===== src/design/cps_pkg.sv =====
// package: constants and carriers for the clock prescaler select block
package cps_pkg;
  // register byte addresses (printed offsets not multiples of four: index * 4)
  localparam logic [7:0]  PRESCALER_CONTROL_INDEX   = 8'hf3;
  localparam logic [7:0]  SYSCFG_INDEX  = 8'hb4;
  localparam logic [11:0] PRESCALER_CONTROL_ADDR    = {2'h0, PRESCALER_CONTROL_INDEX, 2'h0};
  localparam logic [11:0] SYSCFG_ADDR   = {2'h0, SYSCFG_INDEX, 2'h0};
  localparam logic [11:0] STATUS_ADDR   = 12'h004;
  // reset values
  localparam logic [4:0]  PRESCALER_CONTROL_LOW_RST = 5'h00;
  localparam logic [2:0]  PRESCALER_CONTROL_UP_RST  = 3'h0;
  localparam logic [7:0]  SYSCFG_RST    = 8'h00;
  // timer source codes and counter constants
  localparam logic [1:0]  SRC_TICK      = 2'h0;
  localparam logic [1:0]  SRC_PIN       = 2'h1;
  localparam logic [1:0]  SRC_AUX       = 2'h2;
  localparam logic [1:0]  SRC_PER       = 2'h3;
  localparam logic [3:0]  CNT_ONE       = 4'h1;
  localparam logic [3:0]  CNT_ZERO      = 4'h0;

  typedef struct packed {
    logic       aux_clock_pin_enable;
    logic       aux_clock_source_sel;
    logic       lockstep;
    logic [1:0] per_div;
    logic [2:0] tick_div;
  } cps_prescaler_control_type;

  typedef struct packed {
    logic [1:0] timer1_source_sel;
    logic [1:0] timer0_source_sel;
    logic [1:0] unused;
    logic       comparator_sel;
    logic       oscillator_disable;
  } cps_syscfg_type;

  // divider terminal count (divide minus one)
  function automatic logic [3:0] cps_tick_last(input logic [2:0] sel);
    case (sel)
      3'h0:    cps_tick_last = 4'h0;
      3'h1:    cps_tick_last = 4'h1;
      3'h2:    cps_tick_last = 4'h3;
      3'h3:    cps_tick_last = 4'h5;
      3'h4:    cps_tick_last = 4'h7;
      3'h5:    cps_tick_last = 4'h9;
      3'h6:    cps_tick_last = 4'hb;
      default: cps_tick_last = 4'hf;
    endcase
  endfunction

  function automatic logic [3:0] cps_per_last(input logic [1:0] sel);
    case (sel)
      2'h0:    cps_per_last = 4'h0;
      2'h1:    cps_per_last = 4'h1;
      2'h2:    cps_per_last = 4'h3;
      default: cps_per_last = 4'h7;
    endcase
  endfunction
endpackage


===== src/design/cps_clock_ctrl.sv =====
// clock prescalers, timer source muxes and auxiliary clock routing
//
// Overview of operation
// timer prescaler divides by 1,2,4,6,8,10,12,16 from low three control bits.
// peripheral prescaler divides by 1,2,4,8 from control bits 4 and 3.
// reset clears low five control bits; both prescalers divide by one.
// tick enable drives the three 16-bit timers and the 8-bit watchdog.
// modem and two-wire interface run from the peripheral enable.
// peripheral registers change only on their own clock.
// timer 1 source: tick, pin, code fetch event, peripheral.
// timer 0 source: tick, pin, instruction event, peripheral.
// after reset both timer sources select the tick clock.
// pin-sourced timer counts even with the oscillator stopped.
// timer 1 aux mode counts every code byte request.
// timer 0 aux mode counts every executed instruction.
// aux clock is tick when source bit is 0, peripheral when 1.
// clock-output enable routes aux clock onto the output pin.
// lockstep bit feeds aux clock to the CPU instruction request.
// software picks aux period longer than the slowest instruction.
// software keeps peripheral rate within spec, up to 12 MHz.
// config bits 7:6 timer 1, 5:4 timer 0, 1 comparator, 0 osc off.
// prescalers are wrap counters; a new factor applies at the next wrap.
//
// Design decision made here: the APB register port.
`timescale 1ns/1ps
module cps_clock_ctrl (
  // clock and reset
  input  wire logic        pclk,
  input  wire logic        presetn,
  // apb slave
  input  wire logic        psel,
  input  wire logic        penable,
  input  wire logic        pwrite,
  input  wire logic [11:0] paddr,
  input  wire logic [31:0] pwdata,
  input  wire logic [3:0]  pstrb,
  output logic      [31:0] prdata,
  output logic             pready,
  output logic             pslverr,
  // pins and cpu events
  input  wire logic        timer1_ext_input,
  input  wire logic        timer0_ext_input,
  input  wire logic        code_fetch_request,
  input  wire logic        instruction_request,
  // clock enables to peripherals, clock pin, cpu request and config bits
  output logic             tick_enable,
  output logic             periph_enable,
  output logic             timer1_count,
  output logic             timer0_count,
  output logic             timer1_count_async,
  output logic             timer0_count_async,
  output logic             clock_output_pin,
  output logic             cpu_instr_request,
  output logic             comparator_sel,
  output logic             oscillator_disable
);
  cps_pkg::cps_prescaler_control_type  prescaler_control_q;
  cps_pkg::cps_syscfg_type syscfg_q;
  logic [3:0] tick_cnt_q;
  logic [3:0] per_cnt_q;
  logic [3:0] tick_last_q;
  logic [3:0] per_last_q;
  logic       tick_en_q;
  logic       per_en_q;
  logic       aux_q;
  logic [1:0] t1_sync_q;
  logic [1:0] t0_sync_q;
  logic       t1_prev_q;
  logic       t0_prev_q;
  logic [1:0] cf_sync_q;
  logic [1:0] ir_sync_q;
  logic       cf_prev_q;
  logic       ir_prev_q;
  logic       t1_pin_rise;
  logic       t0_pin_rise;
  logic       cf_rise;
  logic       ir_rise;
  logic       acc;
  logic       wr_prescaler_control;
  logic       wr_syscfg;

  // apb: zero wait, byte lane 0 holds the 8-bit register
  assign acc       = psel && penable;
  assign wr_prescaler_control  = acc && pwrite && pstrb[0] && (paddr == cps_pkg::PRESCALER_CONTROL_ADDR);
  assign wr_syscfg = acc && pwrite && pstrb[0] && (paddr == cps_pkg::SYSCFG_ADDR);
  assign pready    = 1'b1;
  assign pslverr   = acc && (paddr != cps_pkg::PRESCALER_CONTROL_ADDR) &&
                     (paddr != cps_pkg::SYSCFG_ADDR) && (paddr != cps_pkg::STATUS_ADDR);

  // control reset
  // upper bits undefined in hardware; zero chosen for determinism
  always_ff @(posedge pclk or negedge presetn) begin
    if (!presetn) begin
      prescaler_control_q <= {cps_pkg::PRESCALER_CONTROL_UP_RST, cps_pkg::PRESCALER_CONTROL_LOW_RST};
    end else if (wr_prescaler_control) begin
      prescaler_control_q <= pwdata[7:0];
    end
  end

  // sources default tick
  // config layout
  always_ff @(posedge pclk or negedge presetn) begin
    if (!presetn) begin
      syscfg_q <= cps_pkg::SYSCFG_RST;
    end else if (wr_syscfg) begin
      syscfg_q <= {pwdata[7:4], 2'h0, pwdata[1:0]};
    end
  end

  always_ff @(posedge pclk or negedge presetn) begin
    if (!presetn) begin
      prdata <= 32'h0000_0000;
    end else if (psel && !penable && !pwrite) begin
      case (paddr)
        cps_pkg::PRESCALER_CONTROL_ADDR:  prdata <= {24'h00_0000, prescaler_control_q};
        cps_pkg::SYSCFG_ADDR: prdata <= {24'h00_0000, syscfg_q};
        cps_pkg::STATUS_ADDR: prdata <= {16'h0000, tick_cnt_q, per_cnt_q,
                                         6'h00, per_en_q, tick_en_q};
        default:              prdata <= 32'h0000_0000;
      endcase
    end
  end

  // tick divider
  // factor latched at wrap, avoids runt periods
  always_ff @(posedge pclk or negedge presetn) begin
    if (!presetn) begin
      tick_cnt_q  <= cps_pkg::CNT_ZERO;
      tick_last_q <= cps_pkg::CNT_ZERO;
      tick_en_q   <= 1'b0;
    end else if (tick_cnt_q >= tick_last_q) begin
      tick_cnt_q  <= cps_pkg::CNT_ZERO;
      tick_last_q <= cps_pkg::cps_tick_last(prescaler_control_q.tick_div);
      tick_en_q   <= 1'b1;
    end else begin
      tick_cnt_q  <= tick_cnt_q + cps_pkg::CNT_ONE;
      tick_en_q   <= 1'b0;
    end
  end

  // peripheral divider
  // wrap reload
  always_ff @(posedge pclk or negedge presetn) begin
    if (!presetn) begin
      per_cnt_q  <= cps_pkg::CNT_ZERO;
      per_last_q <= cps_pkg::CNT_ZERO;
      per_en_q   <= 1'b0;
    end else if (per_cnt_q >= per_last_q) begin
      per_cnt_q  <= cps_pkg::CNT_ZERO;
      per_last_q <= cps_pkg::cps_per_last(prescaler_control_q.per_div);
      per_en_q   <= 1'b1;
    end else begin
      per_cnt_q  <= per_cnt_q + cps_pkg::CNT_ONE;
      per_en_q   <= 1'b0;
    end
  end

  // synchronisers: second stage feeds edge detect only
  always_ff @(posedge pclk or negedge presetn) begin
    if (!presetn) begin
      t1_sync_q <= 2'h0;
      t0_sync_q <= 2'h0;
      t1_prev_q <= 1'b0;
      t0_prev_q <= 1'b0;
    end else begin
      t1_sync_q <= {t1_sync_q[0], timer1_ext_input};
      t0_sync_q <= {t0_sync_q[0], timer0_ext_input};
      t1_prev_q <= t1_sync_q[1];
      t0_prev_q <= t0_sync_q[1];
    end
  end

  // self-timed cpu is another domain: its requests are synchronised too
  always_ff @(posedge pclk or negedge presetn) begin
    if (!presetn) begin
      cf_sync_q <= 2'h0;
      ir_sync_q <= 2'h0;
      cf_prev_q <= 1'b0;
      ir_prev_q <= 1'b0;
    end else begin
      cf_sync_q <= {cf_sync_q[0], code_fetch_request};
      ir_sync_q <= {ir_sync_q[0], instruction_request};
      cf_prev_q <= cf_sync_q[1];
      ir_prev_q <= ir_sync_q[1];
    end
  end

  assign t1_pin_rise = t1_sync_q[1] && !t1_prev_q;
  assign t0_pin_rise = t0_sync_q[1] && !t0_prev_q;
  // one count per fetch
  assign cf_rise     = cf_sync_q[1] && !cf_prev_q;
  // one count per instruction
  assign ir_rise     = ir_sync_q[1] && !ir_prev_q;

  // tick to timers and watchdog
  // peripheral enable to modem and two-wire
  // peripheral updates qualified by these enables
  assign tick_enable   = tick_en_q;
  assign periph_enable = per_en_q;

  // timer 1 source
  always_comb begin
    case (syscfg_q.timer1_source_sel)
      cps_pkg::SRC_TICK: timer1_count = tick_en_q;
      cps_pkg::SRC_PIN:  timer1_count = t1_pin_rise;
      cps_pkg::SRC_AUX:  timer1_count = cf_rise;
      default:           timer1_count = per_en_q;
    endcase
  end

  // timer 0 source
  always_comb begin
    case (syscfg_q.timer0_source_sel)
      cps_pkg::SRC_TICK: timer0_count = tick_en_q;
      cps_pkg::SRC_PIN:  timer0_count = t0_pin_rise;
      cps_pkg::SRC_AUX:  timer0_count = ir_rise;
      default:           timer0_count = per_en_q;
    endcase
  end

  // raw pin path needs no oscillator; timer clocks on it directly
  assign timer1_count_async = (syscfg_q.timer1_source_sel == cps_pkg::SRC_PIN) &&
                              timer1_ext_input;
  assign timer0_count_async = (syscfg_q.timer0_source_sel == cps_pkg::SRC_PIN) &&
                              timer0_ext_input;

  // aux source mux, registered pulse
  always_ff @(posedge pclk or negedge presetn) begin
    if (!presetn) begin
      aux_q <= 1'b0;
    end else begin
      aux_q <= prescaler_control_q.aux_clock_source_sel ? per_en_q : tick_en_q;
    end
  end

  // clock output
  assign clock_output_pin  = prescaler_control_q.aux_clock_pin_enable && aux_q;
  // lockstep request
  // one instruction per pulse only if software period is long enough
  assign cpu_instr_request = prescaler_control_q.lockstep && aux_q;
  assign comparator_sel     = syscfg_q.comparator_sel;
  assign oscillator_disable = syscfg_q.oscillator_disable;

  // assertions
  tick_reset_a: assert property (@(posedge pclk) $rose(presetn) |-> prescaler_control_q[4:0] == 5'h00)
    else $error("control not cleared at reset");
  tick_period_a: assert property (@(posedge pclk) disable iff (!presetn)
    tick_en_q && tick_last_q == 4'h1 |-> ##1 !tick_en_q ##1 tick_en_q)
    else $error("tick divide by two wrong");
  per_period_a: assert property (@(posedge pclk) disable iff (!presetn)
    per_en_q && per_last_q == 4'h7 |-> ##1 !per_en_q [*7] ##1 per_en_q)
    else $error("peripheral divide by eight wrong");
  t1_src_a: assert property (@(posedge pclk) disable iff (!presetn)
    syscfg_q.timer1_source_sel == cps_pkg::SRC_PER |-> timer1_count == per_en_q)
    else $error("timer 1 source wrong");
  t0_src_a: assert property (@(posedge pclk) disable iff (!presetn)
    syscfg_q.timer0_source_sel == cps_pkg::SRC_AUX |-> timer0_count == ir_rise)
    else $error("timer 0 source wrong");
  aux_sel_a: assert property (@(posedge pclk) disable iff (!presetn)
    prescaler_control_q.aux_clock_source_sel && $stable(prescaler_control_q) |-> aux_q == $past(per_en_q))
    else $error("aux source wrong");
  clock_output_pin_a: assert property (@(posedge pclk) disable iff (!presetn)
    !prescaler_control_q.aux_clock_pin_enable |-> !clock_output_pin)
    else $error("clock output leaks");
  lockstep_a: assert property (@(posedge pclk) disable iff (!presetn)
    cpu_instr_request |-> prescaler_control_q.lockstep && aux_q)
    else $error("lockstep request wrong");
  fetch_count_a: assert property (@(posedge pclk) disable iff (!presetn)
    $rose(cf_sync_q[1]) && syscfg_q.timer1_source_sel == cps_pkg::SRC_AUX
    |-> timer1_count)
    else $error("fetch not counted");
  cover_div16_c: cover property (@(posedge pclk) tick_last_q == 4'hf && tick_en_q);
  cover_lock_c: cover property (@(posedge pclk) cpu_instr_request);
  cover_pin_c: cover property (@(posedge pclk) t1_pin_rise && timer1_count);
endmodule // cps_clock_ctrl


===== config.mk =====
export PLATFORM = sky130hd
export DESIGN_NAME = cps_clock_ctrl
export DESIGN_NICKNAME = d
export VERILOG_FILES = /design/src/design/cps_pkg.sv /design/src/design/cps_clock_ctrl.sv
export SDC_FILE = /design/constraint.sdc
export NUM_CORES = 1
export LEC_CHECK = 0
export ABC_AREA = 0
export BUFFER_PORTS_ARGS = -buffer_cell sky130_fd_sc_hd__clkbuf_2
export CORE_MARGIN = 3
export CORE_UTILIZATION = 35
export DETAILED_ROUTE_END_ITERATION = 8
export PLACE_DENSITY_LB_ADDON = 0.15
export SLEW_MARGIN = 0
export SYNTH_ARGS = -nofsm -noshare
export SYNTH_HDL_FRONTEND = slang
export SYNTH_SLANG_ARGS = --single-unit

===== constraint.sdc =====
create_clock -name pclk -period 5.8 [get_ports pclk]
set_input_delay 0.87 -clock pclk [delete_from_list [all_inputs] [get_ports pclk]]
set_output_delay 0.87 -clock pclk [all_outputs]
set_load 0.05 [all_outputs]

==> results of run 1 <==
-- Yosys cell counts (3+ instances only) --
cell type / instances
mux2i_1: 4
dfrtp_1: 60
a21oi_1: 6
and3_1: 3
a221o_2: 4
nand2_1: 23
clkbuf_1: 3
a31oi_1: 4
and2_1: 4
mux2_2: 16
nor2_1: 19
and3_2: 4
ha_1: 9
o21ai_0: 10
buf_4: 18
nand3_1: 5
inv_1: 13
-- metal layers --
metal / wire (um) / vias to the layer above
li1: - / 915
met1: 2550 / 862
met2: 2320 / 57
met3: 369 / 10
met4: 90 / 0
met5: 0 / -
-- stage by stage --
stage,utilization,std cells
detailed placement,0.410,386
finish,0.433,401
CTS,0.433,401
global placement,0.410,386
global route,0.433,401
floorplan,-,252
-- cell type report --
type                       instances  share of cell area
sequential                        60               0.468
multi-input combinational        157               0.336
clock inverter                     2             0.00312
clock buffer                      13              0.0495
inverter                          13              0.0152
tap                               99              0.0386
timing repair buffer              57              0.0897
-- registers in the layout, indices dropped and copies added, names as in the netlist, 2 cells and up --
name	cells
cf_sync_q	2
ir_sync_q	2
per_cnt_q	4
per_last_q	3
prdata	16
prescaler_control_q	8
syscfg_q	4
t0_sync_q	2
t1_sync_q	2
tick_cnt_q	4
tick_last_q	4
-- power by group through the flow --
| stage | Combinational [W] | Clock [W] | Sequential (W) |
|---|---|---|---|
| 6_report | 0.0000727 | 0.000325 | 0.000428 |
| 3_5_place_dp | 0.0000736 | 0 | 0.000436 |
| 2_1_floorplan | 0.0000478 | 0 | 0.000443 |
| 5_1_grt | 0.0000797 | 0.000356 | 0.000428 |
| 4_1_cts | 0.0000736 | 0.000340 | 0.000428 |
| 3_3_place_gp | 0.0000733 | 0 | 0.000436 |
-- how the worst min path moves through the flow --
stage                      start      endpoint  slack, ps  cells past startpoint
finish              t0_sync_q[0]  t0_sync_q[1]        350                      0
global route        t0_sync_q[0]  t0_sync_q[1]        360                      0
CTS                 t0_sync_q[0]  t0_sync_q[1]        350                      0
detailed placement  t0_sync_q[0]  t0_sync_q[1]        340                      0
global placement    t0_sync_q[0]  t0_sync_q[1]        330                      0
floorplan           cf_sync_q[0]  cf_sync_q[1]        330                      0
-- cell families after synthesis --
group,after synthesis
buffers and inverters,35
xor gates and xnor gates,3
muxes,20
and+or+nand+nor,72
DFF,60
AOI/OAI and AO/OA,35
adders and majority gates,10
other,2
-- worst max-delay path: cells and delay by family --
family	cells	cell delay [ps]
compound gates	1	160
buf+inv	2	320
simple gates	3	1010
==> impl_metrics.py, run 1 <==
metrics = {
    "finish": {
        "mostFrequentLayoutCell": "dfrtp_1",
        "multi_input_area_um2": 1080,
        "antenna_cells": 0,
        "regArea_um2": 1500,
        "fillers": 740,
        "area_growth_pct": 17.8,
        "nets": 364,
        "mostFrequentLayoutCells": "dfrtp_1, clkbuf_2, nand2_1, nor2_1, conb_1",
        "drive_above_1_share": 0.331,
        "design_area_um2": 3210,
    },
    "clocking": {
        "hold_buffers": 0,
        "cts_sinks": 60,
        "insertion_delay_ps": 330,
        "numCtsBuffers": 9,
        "max-clock-path-buffers": 2,
        "root_buffer": "clkbuf_8",
        "clk_pin_slew_worst_paths_ps": 60,
        "post-cts-setup-buffers": 0,
        "cts_tree": "done",
        "h-tree-depth": 3,
        "ctsResizeCount": 0,
    },
    "setup_path": {
        "required_ps": 4930,
        "worst_path_max_delay_cell": "or4b_1",
        "critPathMaxStageDelay_ps": 520,
        "crit_fanout": 4,
        "cp.arrival_ps": 2370,
        "reg2reg_from": "tick_cnt_q[0]",
        "crit_type": "primary input to output pin",
        "endpoint": "pslverr",
        "cp_common_cell": "clkbuf_2",
        "end_kind": "output pin",
        "cp_cell_sequence": "clkbuf_2 > or4b_1 > nor4_2 > o21ai_0 > and3_1 > clkbuf_2",
        "crit_path_start": "paddr[4]",
        "rr_worst_depth": 6,
        "timing.rr.end": "tick_last_q[1]",
        "startpoint_type": "primary input",
        "rrSetupSlack_ps": 3800,
    },
    "route": {
        "num_vias": 1844,
        "viasPerCell": 4.60,
        "drc_errors": 0,
        "drtAntennaViolNets": 0,
        "first_pass_iters": 4,
        "wirelength_um": 5330,
        "first_iter_violations": 100,
        "post_drt_wl_per_cell_um": 13.3,
    },
    "synthesis": {
        "synth_top_area_share": 0.551,
        "ys_warn_count": 0,
        "synthArstFlopShare": 1.00,
        "synthXorXnorAreaFrac": 0.00965,
        "yosysSeqAreaShare": 0.551,
        "synth_adder_area_share": 0.0450,
        "synth-simple-area-share": 0.150,
        "syn_area_per_cell_um2": 11.5,
        "yosysUniqueCellTypes": 40,
        "synth_ff_type": "dfrtp_1",
        "syn_area_um2": 2720,
        "muxShareOfSynthArea": 0.0809,
        "yosys-top-cells-area": "dfrtp_1, mux2_2, buf_4",
        "yosysTopAreaCell": "dfrtp_1",
        "synthCells": 237,
        "synth_top_family_by_area": "simple AND/OR/NAND/NOR gates",
        "synth_edf_count": 0,
        "synth-compound-area-share": 0.0869,
        "ys_ff_latch": 60,
    },
    "sta": {
        "finalWorstSetupSlack_ps": 2560,
        "holdWs_ps": 350,
        "final-max-slew-violation-count": 0,
        "finalCritPeriodShare": 0.558,
        "setup_violations": 0,
        "tns_ps": 0,
        "rsz0062_at_grt": "false",
        "tightest_slew_ps": 758,
        "final_hold_viol_count": 0,
        "clock_skew_ps": 6.67,
        "fin_crit_ps": 3240,
        "fmax_mhz": 309,
        "relSlewSlack": 0.491,
    },
    "pwr": {
        "finalPower_w": 0.000826,
        "switching_share": 0.257,
        "p_int_w": 0.000614,
        "seq_power_share": 0.518,
        "power_density_nw_per_um2": 258,
        "power_frac_clock": 0.394,
        "power_frac_comb": 0.088,
        "ir_drop_v": 0.000112,
        "p_leak_nw": 1.61,
        "p_sw_w": 0.000212,
    },
    "worst_hold_path": {
        "hold_class": "flip-flop to flip-flop",
    },
    "floorplan": {
        "dieHeight_um": 94.2,
        "io_pins": 101,
        "dieWidth_um": 94.2,
        "coreArea_um2": 7410,
        "die-area_um2": 8870,
        "start_util": 0.368,
        "rows": 31,
    },
    "global_route": {
        "grt.total_usage": 0.137,
        "grt_pass1_vias": 1852,
        "grt.busiest_layer": "met2",
        "grt-ovfl-total": 0,
        "met2_usage": 0.204,
        "grt_max_degree": 61,
        "globalRouteMet1Util": 0.178,
        "grt_pass1_wl_um": 9180,
        "antenna_found_initial": 0,
        "gr-usage-met3": 0.0513,
    },
    "placed_design": {
        "place_ws_ps": 2550,
        "place_congestion": 0.661,
        "postPlaceCellArea_um2": 3040,
        "portBuffers": 56,
        "hpwlAfterDp_um": 3920,
    },
    "run_status": {
        "status": "completed",
    },
    "job": {
        "drv_cap": 0,
    },
}
No activity file was read; power rests on OpenSTA's default activity.
==> inputs of run 2 (changes only) <==
--- a/config.mk
+++ b/config.mk
@@ -5,7 +5,7 @@
 export SDC_FILE = /design/constraint.sdc
 export NUM_CORES = 1
 export LEC_CHECK = 0
-export ABC_AREA = 0
+export ABC_AREA = 1
 export BUFFER_PORTS_ARGS = -buffer_cell sky130_fd_sc_hd__clkbuf_2
 export CORE_MARGIN = 3
 export CORE_UTILIZATION = 35
==> constraint.sdc (replaced) <==
create_clock -name pclk -period 3.09 [get_ports pclk]
set_input_delay 0.4635 -clock pclk [delete_from_list [all_inputs] [get_ports pclk]]
set_output_delay 0.4635 -clock pclk [all_outputs]
set_load 0.05 [all_outputs]
==> run 2 against run 1 <==
Effect of this change:
- combinational power grew to 7.0 times the previous value
- sequential power is 110% higher
- flip-flop and latch count stayed put
- critical path depth is 2 higher
- final cell count is 24% higher
- clock-buffer cell count is 2 lower
- hold slack worse by 120 ps
- register-to-register slack worse by 2400 ps
- die area is 7.5% higher
- total power grew to 2.7 times the previous value
- non-clock buffer count stayed put
- worst setup slack worse by 1600 ps
- critical path type unchanged
- critical endpoint unchanged
- largest cell class unchanged
==> impl_metrics.py, run 2 <==
metrics = {
    "run_status": {
        "status": "completed",
    },
    "global_route": {
        "grt_pass1_wl_um": 10400,
        "grt_pass1_vias": 2110,
        "grt_max_degree": 61,
        "grt.total_usage": 0.137,
        "grt-ovfl-total": 0,
        "antenna_found_initial": 0,
    },
    "floorplan": {
        "rows": 32,
        "dieHeight_um": 97.7,
        "io_pins": 101,
        "start_util": 0.371,
        "coreArea_um2": 7930,
        "dieWidth_um": 97.7,
        "die-area_um2": 9540,
    },
    "placed_design": {
        "place_ws_ps": 926,
        "place_congestion": 0.765,
        "hpwlAfterDp_um": 4460,
        "portBuffers": 56,
        "place_inst": 484,
    },
    "route": {
        "drc_errors": 0,
        "wl_met2_um": 2600,
        "wirelength_um": 6130,
        "drt-met1-wl_um": 3040,
        "first_iter_violations": 80,
        "viasPerCell": 4.51,
        "num_vias": 2249,
        "drtAntennaViolNets": 0,
        "post_drt_wl_per_cell_um": 12.3,
        "first_pass_iters": 4,
        "wl_met3_um": 354,
        "top_layer": "met4",
    },
    "synthesis": {
        "synth-compound-area-share": 0.0893,
        "synth_edf_count": 0,
        "yosysSeqAreaShare": 0.510,
        "synth_top_family_by_area": "simple AND/OR/NAND/NOR gates",
        "yosysUniqueCellTypes": 33,
        "ys_ff_latch": 60,
        "syn_area_um2": 2940,
        "synthTopCellsByCount": "nand2_1, dfrtp_1, inv_1",
        "synthXorXnorAreaFrac": 0.00893,
        "synthCells": 332,
        "ys_warn_count": 0,
        "yosys-top-cells-area": "dfrtp_1, nand2_1, inv_1",
        "muxShareOfSynthArea": 0,
        "synthArstFlopShare": 1.00,
        "synth_adder_area_share": 0.0417,
        "synth-simple-area-share": 0.236,
        "syn_area_per_cell_um2": 8.86,
        "yosys.cell_count.top_type": "nand2_1",
        "synth_ff_type": "dfrtp_1",
        "synth_top_area_share": 0.510,
        "yosysTopAreaCell": "dfrtp_1",
    },
    "clocking": {
        "ctsResizeCount": 0,
        "post-cts-setup-buffers": 0,
        "h-tree-depth": 3,
        "insertion_delay_ps": 340,
        "cts_tree": "done",
        "clk_pin_slew_worst_paths_ps": 70,
        "root_buffer": "clkbuf_8",
        "cts_sinks": 60,
        "numCtsBuffers": 9,
        "hold_buffers": 0,
        "max-clock-path-buffers": 2,
    },
    "finish": {
        "instances_no_fill": 499,
        "mostFrequentLayoutCell": "nand2_1",
        "regArea_um2": 1500,
        "nets": 459,
        "largest_register": "prdata",
        "fillers": 808,
        "drive_above_1_share": 0.262,
        "area_growth_pct": 18.1,
        "mostFrequentLayoutCells": "nand2_1, dfrtp_1, clkbuf_2, inv_1, nand3_1",
        "largest_register_ffs": 16,
        "reg_top3": "prdata x16, prescaler_control_q x8",
        "multi_input_area_um2": 1170,
        "antenna_cells": 0,
    },
    "sta": {
        "tightest_slew_ps": 748,
        "holdWs_ps": 227,
        "final-max-slew-violation-count": 0,
        "finalCritPeriodShare": 0.697,
        "fmax_mhz": 464,
        "relSlewSlack": 0.501,
        "clock_skew_ps": 8.10,
        "setup_violations": 0,
        "finalWorstSetupSlack_ps": 936,
        "final_hold_viol_count": 0,
        "fin_crit_ps": 2150,
        "tns_ps": 0,
        "rsz0062_at_grt": "false",
    },
    "setup_path": {
        "rrSetupSlack_ps": 1400,
        "startpoint_type": "primary input",
        "required_ps": 2630,
        "crit_type": "primary input to output pin",
        "rr_worst_depth": 8,
        "reg2reg_from": "per_cnt_q[0]",
        "crit_fanout": 7,
        "cp.arrival_ps": 1690,
        "end_kind": "output pin",
        "timing.rr.end": "per_last_q[0]",
    },
    "pwr": {
        "finalPower_w": 0.00221,
        "p_sw_w": 0.000716,
        "power_frac_clock": 0.358,
        "p_leak_nw": 1.83,
        "p_int_w": 0.00149,
        "seq_power_share": 0.412,
        "power_density_nw_per_um2": 636,
        "power_frac_comb": 0.231,
        "switching_share": 0.324,
        "ir_drop_v": 0.000300,
    },
    "job": {
        "drv_cap": 0,
    },
    "worst_hold_path": {
        "whs_endpoint": "cf_sync_q[0]",
        "min_from": "code_fetch_request",
        "hold_class": "primary input to flip-flop",
        "min_path_cells": 1,
    },
}
-- run 2: per-layer routing --
metal | up-vias | track usage
li1 | 1146 | -
met5 | - | 0
met2 | 69 | 0.189
met1 | 1020 | 0.201
met3 | 14 | 0.0323
met4 | 0 | 0.0671
-- run 2: cell families after synthesis --
kind of cell | Yosys count
AO/OA/AOI/OAI | 41
XOR/XNOR | 3
adder cells (fa/ha/maj) | 10
buffers and inverters | 65
flip-flops | 60
other | 2
AND/OR/NAND/NOR | 151
-- run 2: critical path, cell delays in order --
cell and delay [ps]:
clkbuf_2 90, nor2_1 200, nand2_1 90, nor2_2 280, nand2_1 180, nand2_1 90
nor3b_1 60, clkbuf_2 240
-- run 2: final cells by class --
cell class | instances | share of cell area
Sequential cell | 60 | 0.432
Multi-Input combinational cell | 222 | 0.337
Timing Repair Buffer | 57 | 0.0829
Inverter | 43 | 0.0465
Clock buffer | 11 | 0.0436
Tap cell | 102 | 0.0367
Clock inverter | 4 | 0.0209
-- run 2: worst max-delay path by stage --
stage	endpoint	cells after the start	from	slack [ps]
3_5_place_dp	pslverr	8	paddr[4]	930
3_3_place_gp	pslverr	8	paddr[4]	940
6_report	pslverr	8	paddr[4]	940
4_1_cts	pslverr	8	paddr[4]	920
5_1_grt	pslverr	9	paddr[2]	790
2_1_floorplan	pslverr	6	paddr[6]	600
-- run 2: through the flow --
stage,util,instance area [um2]
6_report,0.438,3470
4_1_cts,0.438,3470
5_1_grt,0.438,3470
3_3_place_gp,0.410,3250
2_1_floorplan,-,3000
3_5_place_dp,0.410,3250
-- run 2: power groups by stage --
stage / combinational (W) / clock [W] / sequential, W
floorplan: 0.000388 / 0 / 0.000938
global placement: 0.000511 / 0 / 0.000925
detailed placement: 0.000521 / 0 / 0.000925
CTS: 0.000524 / 0.000813 / 0.000911
global route: 0.000586 / 0.000846 / 0.000920
finish: 0.000510 / 0.000790 / 0.000910
==> inputs of run 3 (changes only) <==
--- a/config.mk
+++ b/config.mk
@@ -5,7 +5,7 @@
 export SDC_FILE = /design/constraint.sdc
 export NUM_CORES = 1
 export LEC_CHECK = 0
-export ABC_AREA = 1
+export ABC_AREA = 0
 export BUFFER_PORTS_ARGS = -buffer_cell sky130_fd_sc_hd__clkbuf_2
 export CORE_MARGIN = 3
 export CORE_UTILIZATION = 35
==> constraint.sdc (replaced) <==
create_clock -name pclk -period 1.9 [get_ports pclk]
set_input_delay 0.285 -clock pclk [delete_from_list [all_inputs] [get_ports pclk]]
set_output_delay 0.285 -clock pclk [all_outputs]
set_load 0.05 [all_outputs]
==> run 3 against run 2 <==
Effect of this change:
- die area down 7.0%
- final area decreased by 2.2%
- sequential share of layout area rose by 0.95 points
- largest power group unchanged
==> impl_metrics.py, run 3 (same netlist as run 1, synthesis figures left out) <==
metrics = {
    "floorplan": {
        "dieWidth_um": 94.2,
        "start_util": 0.368,
        "io_pins": 101,
        "rows": 31,
        "coreArea_um2": 7410,
        "die-area_um2": 8870,
        "dieHeight_um": 94.2,
    },
    "global_route": {
        "grt_max_degree": 61,
        "grt_pass1_wl_um": 9380,
        "grt-ovfl-total": 0,
        "antenna_found_initial": 0,
        "grt.total_usage": 0.140,
        "grt_pass1_vias": 1911,
    },
    "route": {
        "drtAntennaViolNets": 0,
        "drc_errors": 0,
        "num_vias": 1861,
        "first_pass_iters": 4,
        "viasPerCell": 4.48,
        "post_drt_wl_per_cell_um": 13.2,
        "wirelength_um": 5490,
        "first_iter_violations": 75,
    },
    "placed_design": {
        "postPlaceCellArea_um2": 3140,
        "hpwlAfterDp_um": 4020,
        "place_inst": 397,
        "portBuffers": 56,
        "place_ws_ps": -29.0,
        "place_congestion": 0.724,
    },
    "finish": {
        "instances_no_fill": 415,
        "antenna_cells": 0,
        "mostFrequentLayoutCells": "dfrtp_1, clkbuf_2, nand2_1, nor2_1, conb_1",
        "reg_top3": "prdata x16, prescaler_control_q x8",
        "largest_register_ffs": 16,
        "design_area_um2": 3400,
        "nets": 377,
        "area_growth_pct": 24.8,
        "largest_register": "prdata",
        "drive_above_1_share": 0.377,
        "mostFrequentLayoutCell": "dfrtp_1",
    },
    "pwr": {
        "power_frac_clock": 0.429,
        "p_int_w": 0.00202,
        "power_frac_comb": 0.088,
        "switching_share": 0.252,
        "power_density_nw_per_um2": 797,
        "p_leak_nw": 1.70,
        "ir_drop_v": 0.000474,
        "p_sw_w": 0.000683,
        "seq_power_share": 0.483,
    },
    "sta": {
        "final_hold_viol_count": 0,
        "setup_violations": 0,
        "finalCritPeriodShare": 0.973,
        "rsz0062_at_grt": "true",
        "holdWs_ps": 47.5,
        "final-max-slew-violation-count": 0,
        "finalWorstSetupSlack_ps": 50.8,
        "fmax_mhz": 541,
        "clock_skew_ps": 8.08,
        "fin_crit_ps": 1850,
    },
    "setup_path": {
        "timing.rr.end": "per_last_q[1]",
        "required_ps": 1620,
        "cp.buffers_inverters": 2,
        "crit_fanout": 3,
        "startpoint_type": "primary input",
        "crit_type": "primary input to output pin",
        "worst_path_max_delay_cell": "or4b_4",
        "reg2reg_from": "per_cnt_q[0]",
        "critPathMaxStageDelay_ps": 540,
        "cp_cell_sequence": "clkbuf_2 > or4b_4 > nor4_4 > o21ai_1 > and3_4 > buf_8",
        "path_delay_family": "simple AND/OR/NAND/NOR gates",
        "rr_worst_depth": 6,
        "cp.arrival_ps": 1560,
        "rrSetupSlack_ps": 70,
        "end_kind": "output pin",
    },
    "run_status": {
        "status": "completed",
    },
    "job": {
        "drv_cap": 0,
    },
    "clocking": {
        "root_buffer": "clkbuf_8",
        "cts_tree": "done",
        "numCtsBuffers": 9,
        "max-clock-path-buffers": 2,
        "insertion_delay_ps": 340,
        "h-tree-depth": 3,
        "clk_pin_slew_worst_paths_ps": 60,
        "cts_sinks": 60,
    },
    "worst_hold_path": {
        "min_from": "instruction_request",
        "whs_endpoint": "ir_sync_q[0]",
        "hold_class": "primary input to flip-flop",
        "min_path_cells": 1,
    },
}
-- run 3: layout make-up --
class	instances	area (um2)
Clock buffer	12	155
Sequential cell	60	1500
Inverter	13	48.8
Fill cell	730	4010
Clock inverter	4	47.5
Multi-Input combinational cell	157	1110
Tap cell	99	124
Timing Repair Buffer	70	410
-- run 3: power by group through the flow --
| stage | Clock (W) | Combinational [W] | Sequential [W] |
|---|---|---|---|
| finish | 0.00116 | 0.000238 | 0.00131 |
| global route | 0.00125 | 0.000258 | 0.00131 |
| CTS | 0.00121 | 0.000237 | 0.00131 |
| detailed placement | 0 | 0.000233 | 0.00133 |
| global placement | 0 | 0.000232 | 0.00133 |
| floorplan | 0 | 0.000147 | 0.00135 |
-- run 3: timing repair --
item,4_1_cts,5_1_grt
buffers inserted,0,1
resized for setup,2,7
setup endpoints to repair,1,3
endpoints found under the hold margin,60,0
cloned,0,0
pin swaps,0,2
hold buffers,1,0
-- run 3: how the worst max path moves through the flow --
stage | startpoint | end | cells after the start | slack (ps)
after detailed placement | paddr[4] | pslverr | 6 | -30
after global routing | paddr[4] | pslverr | 6 | -6
final | paddr[4] | pslverr | 6 | 50
after CTS | paddr[4] | pslverr | 6 | 20
after floorplan | per_cnt_q[0] | per_last_q[1] | 7 | 60
after global placement | paddr[4] | pslverr | 6 | -30
-- run 3: stage by stage --
| step | TNS (ps) | total power (W) | util |
|---|---|---|---|
| 5_1_grt | -6.08 | 0.00282 | 0.459 |
| 3_3_place_gp | -29.0 | 0.00156 | 0.424 |
| 2_1_floorplan | 0 | 0.00150 | - |
| 6_report | 0 | 0.00271 | 0.459 |
| 4_1_cts | 0 | 0.00275 | 0.454 |
| 3_5_place_dp | -34.2 | 0.00156 | 0.424 |
-- run 3: layer usage --
| metal | part of all wire | wire, um | GRT usage |
|---|---|---|---|
| met2 | 0.43 | 2370 | 0.200 |
| met5 | 0 | 0 | 0 |
| met4 | 0.017 | 95 | 0.0578 |
| met3 | 0.060 | 330 | 0.0521 |
| met1 | 0.49 | 2700 | 0.190 |
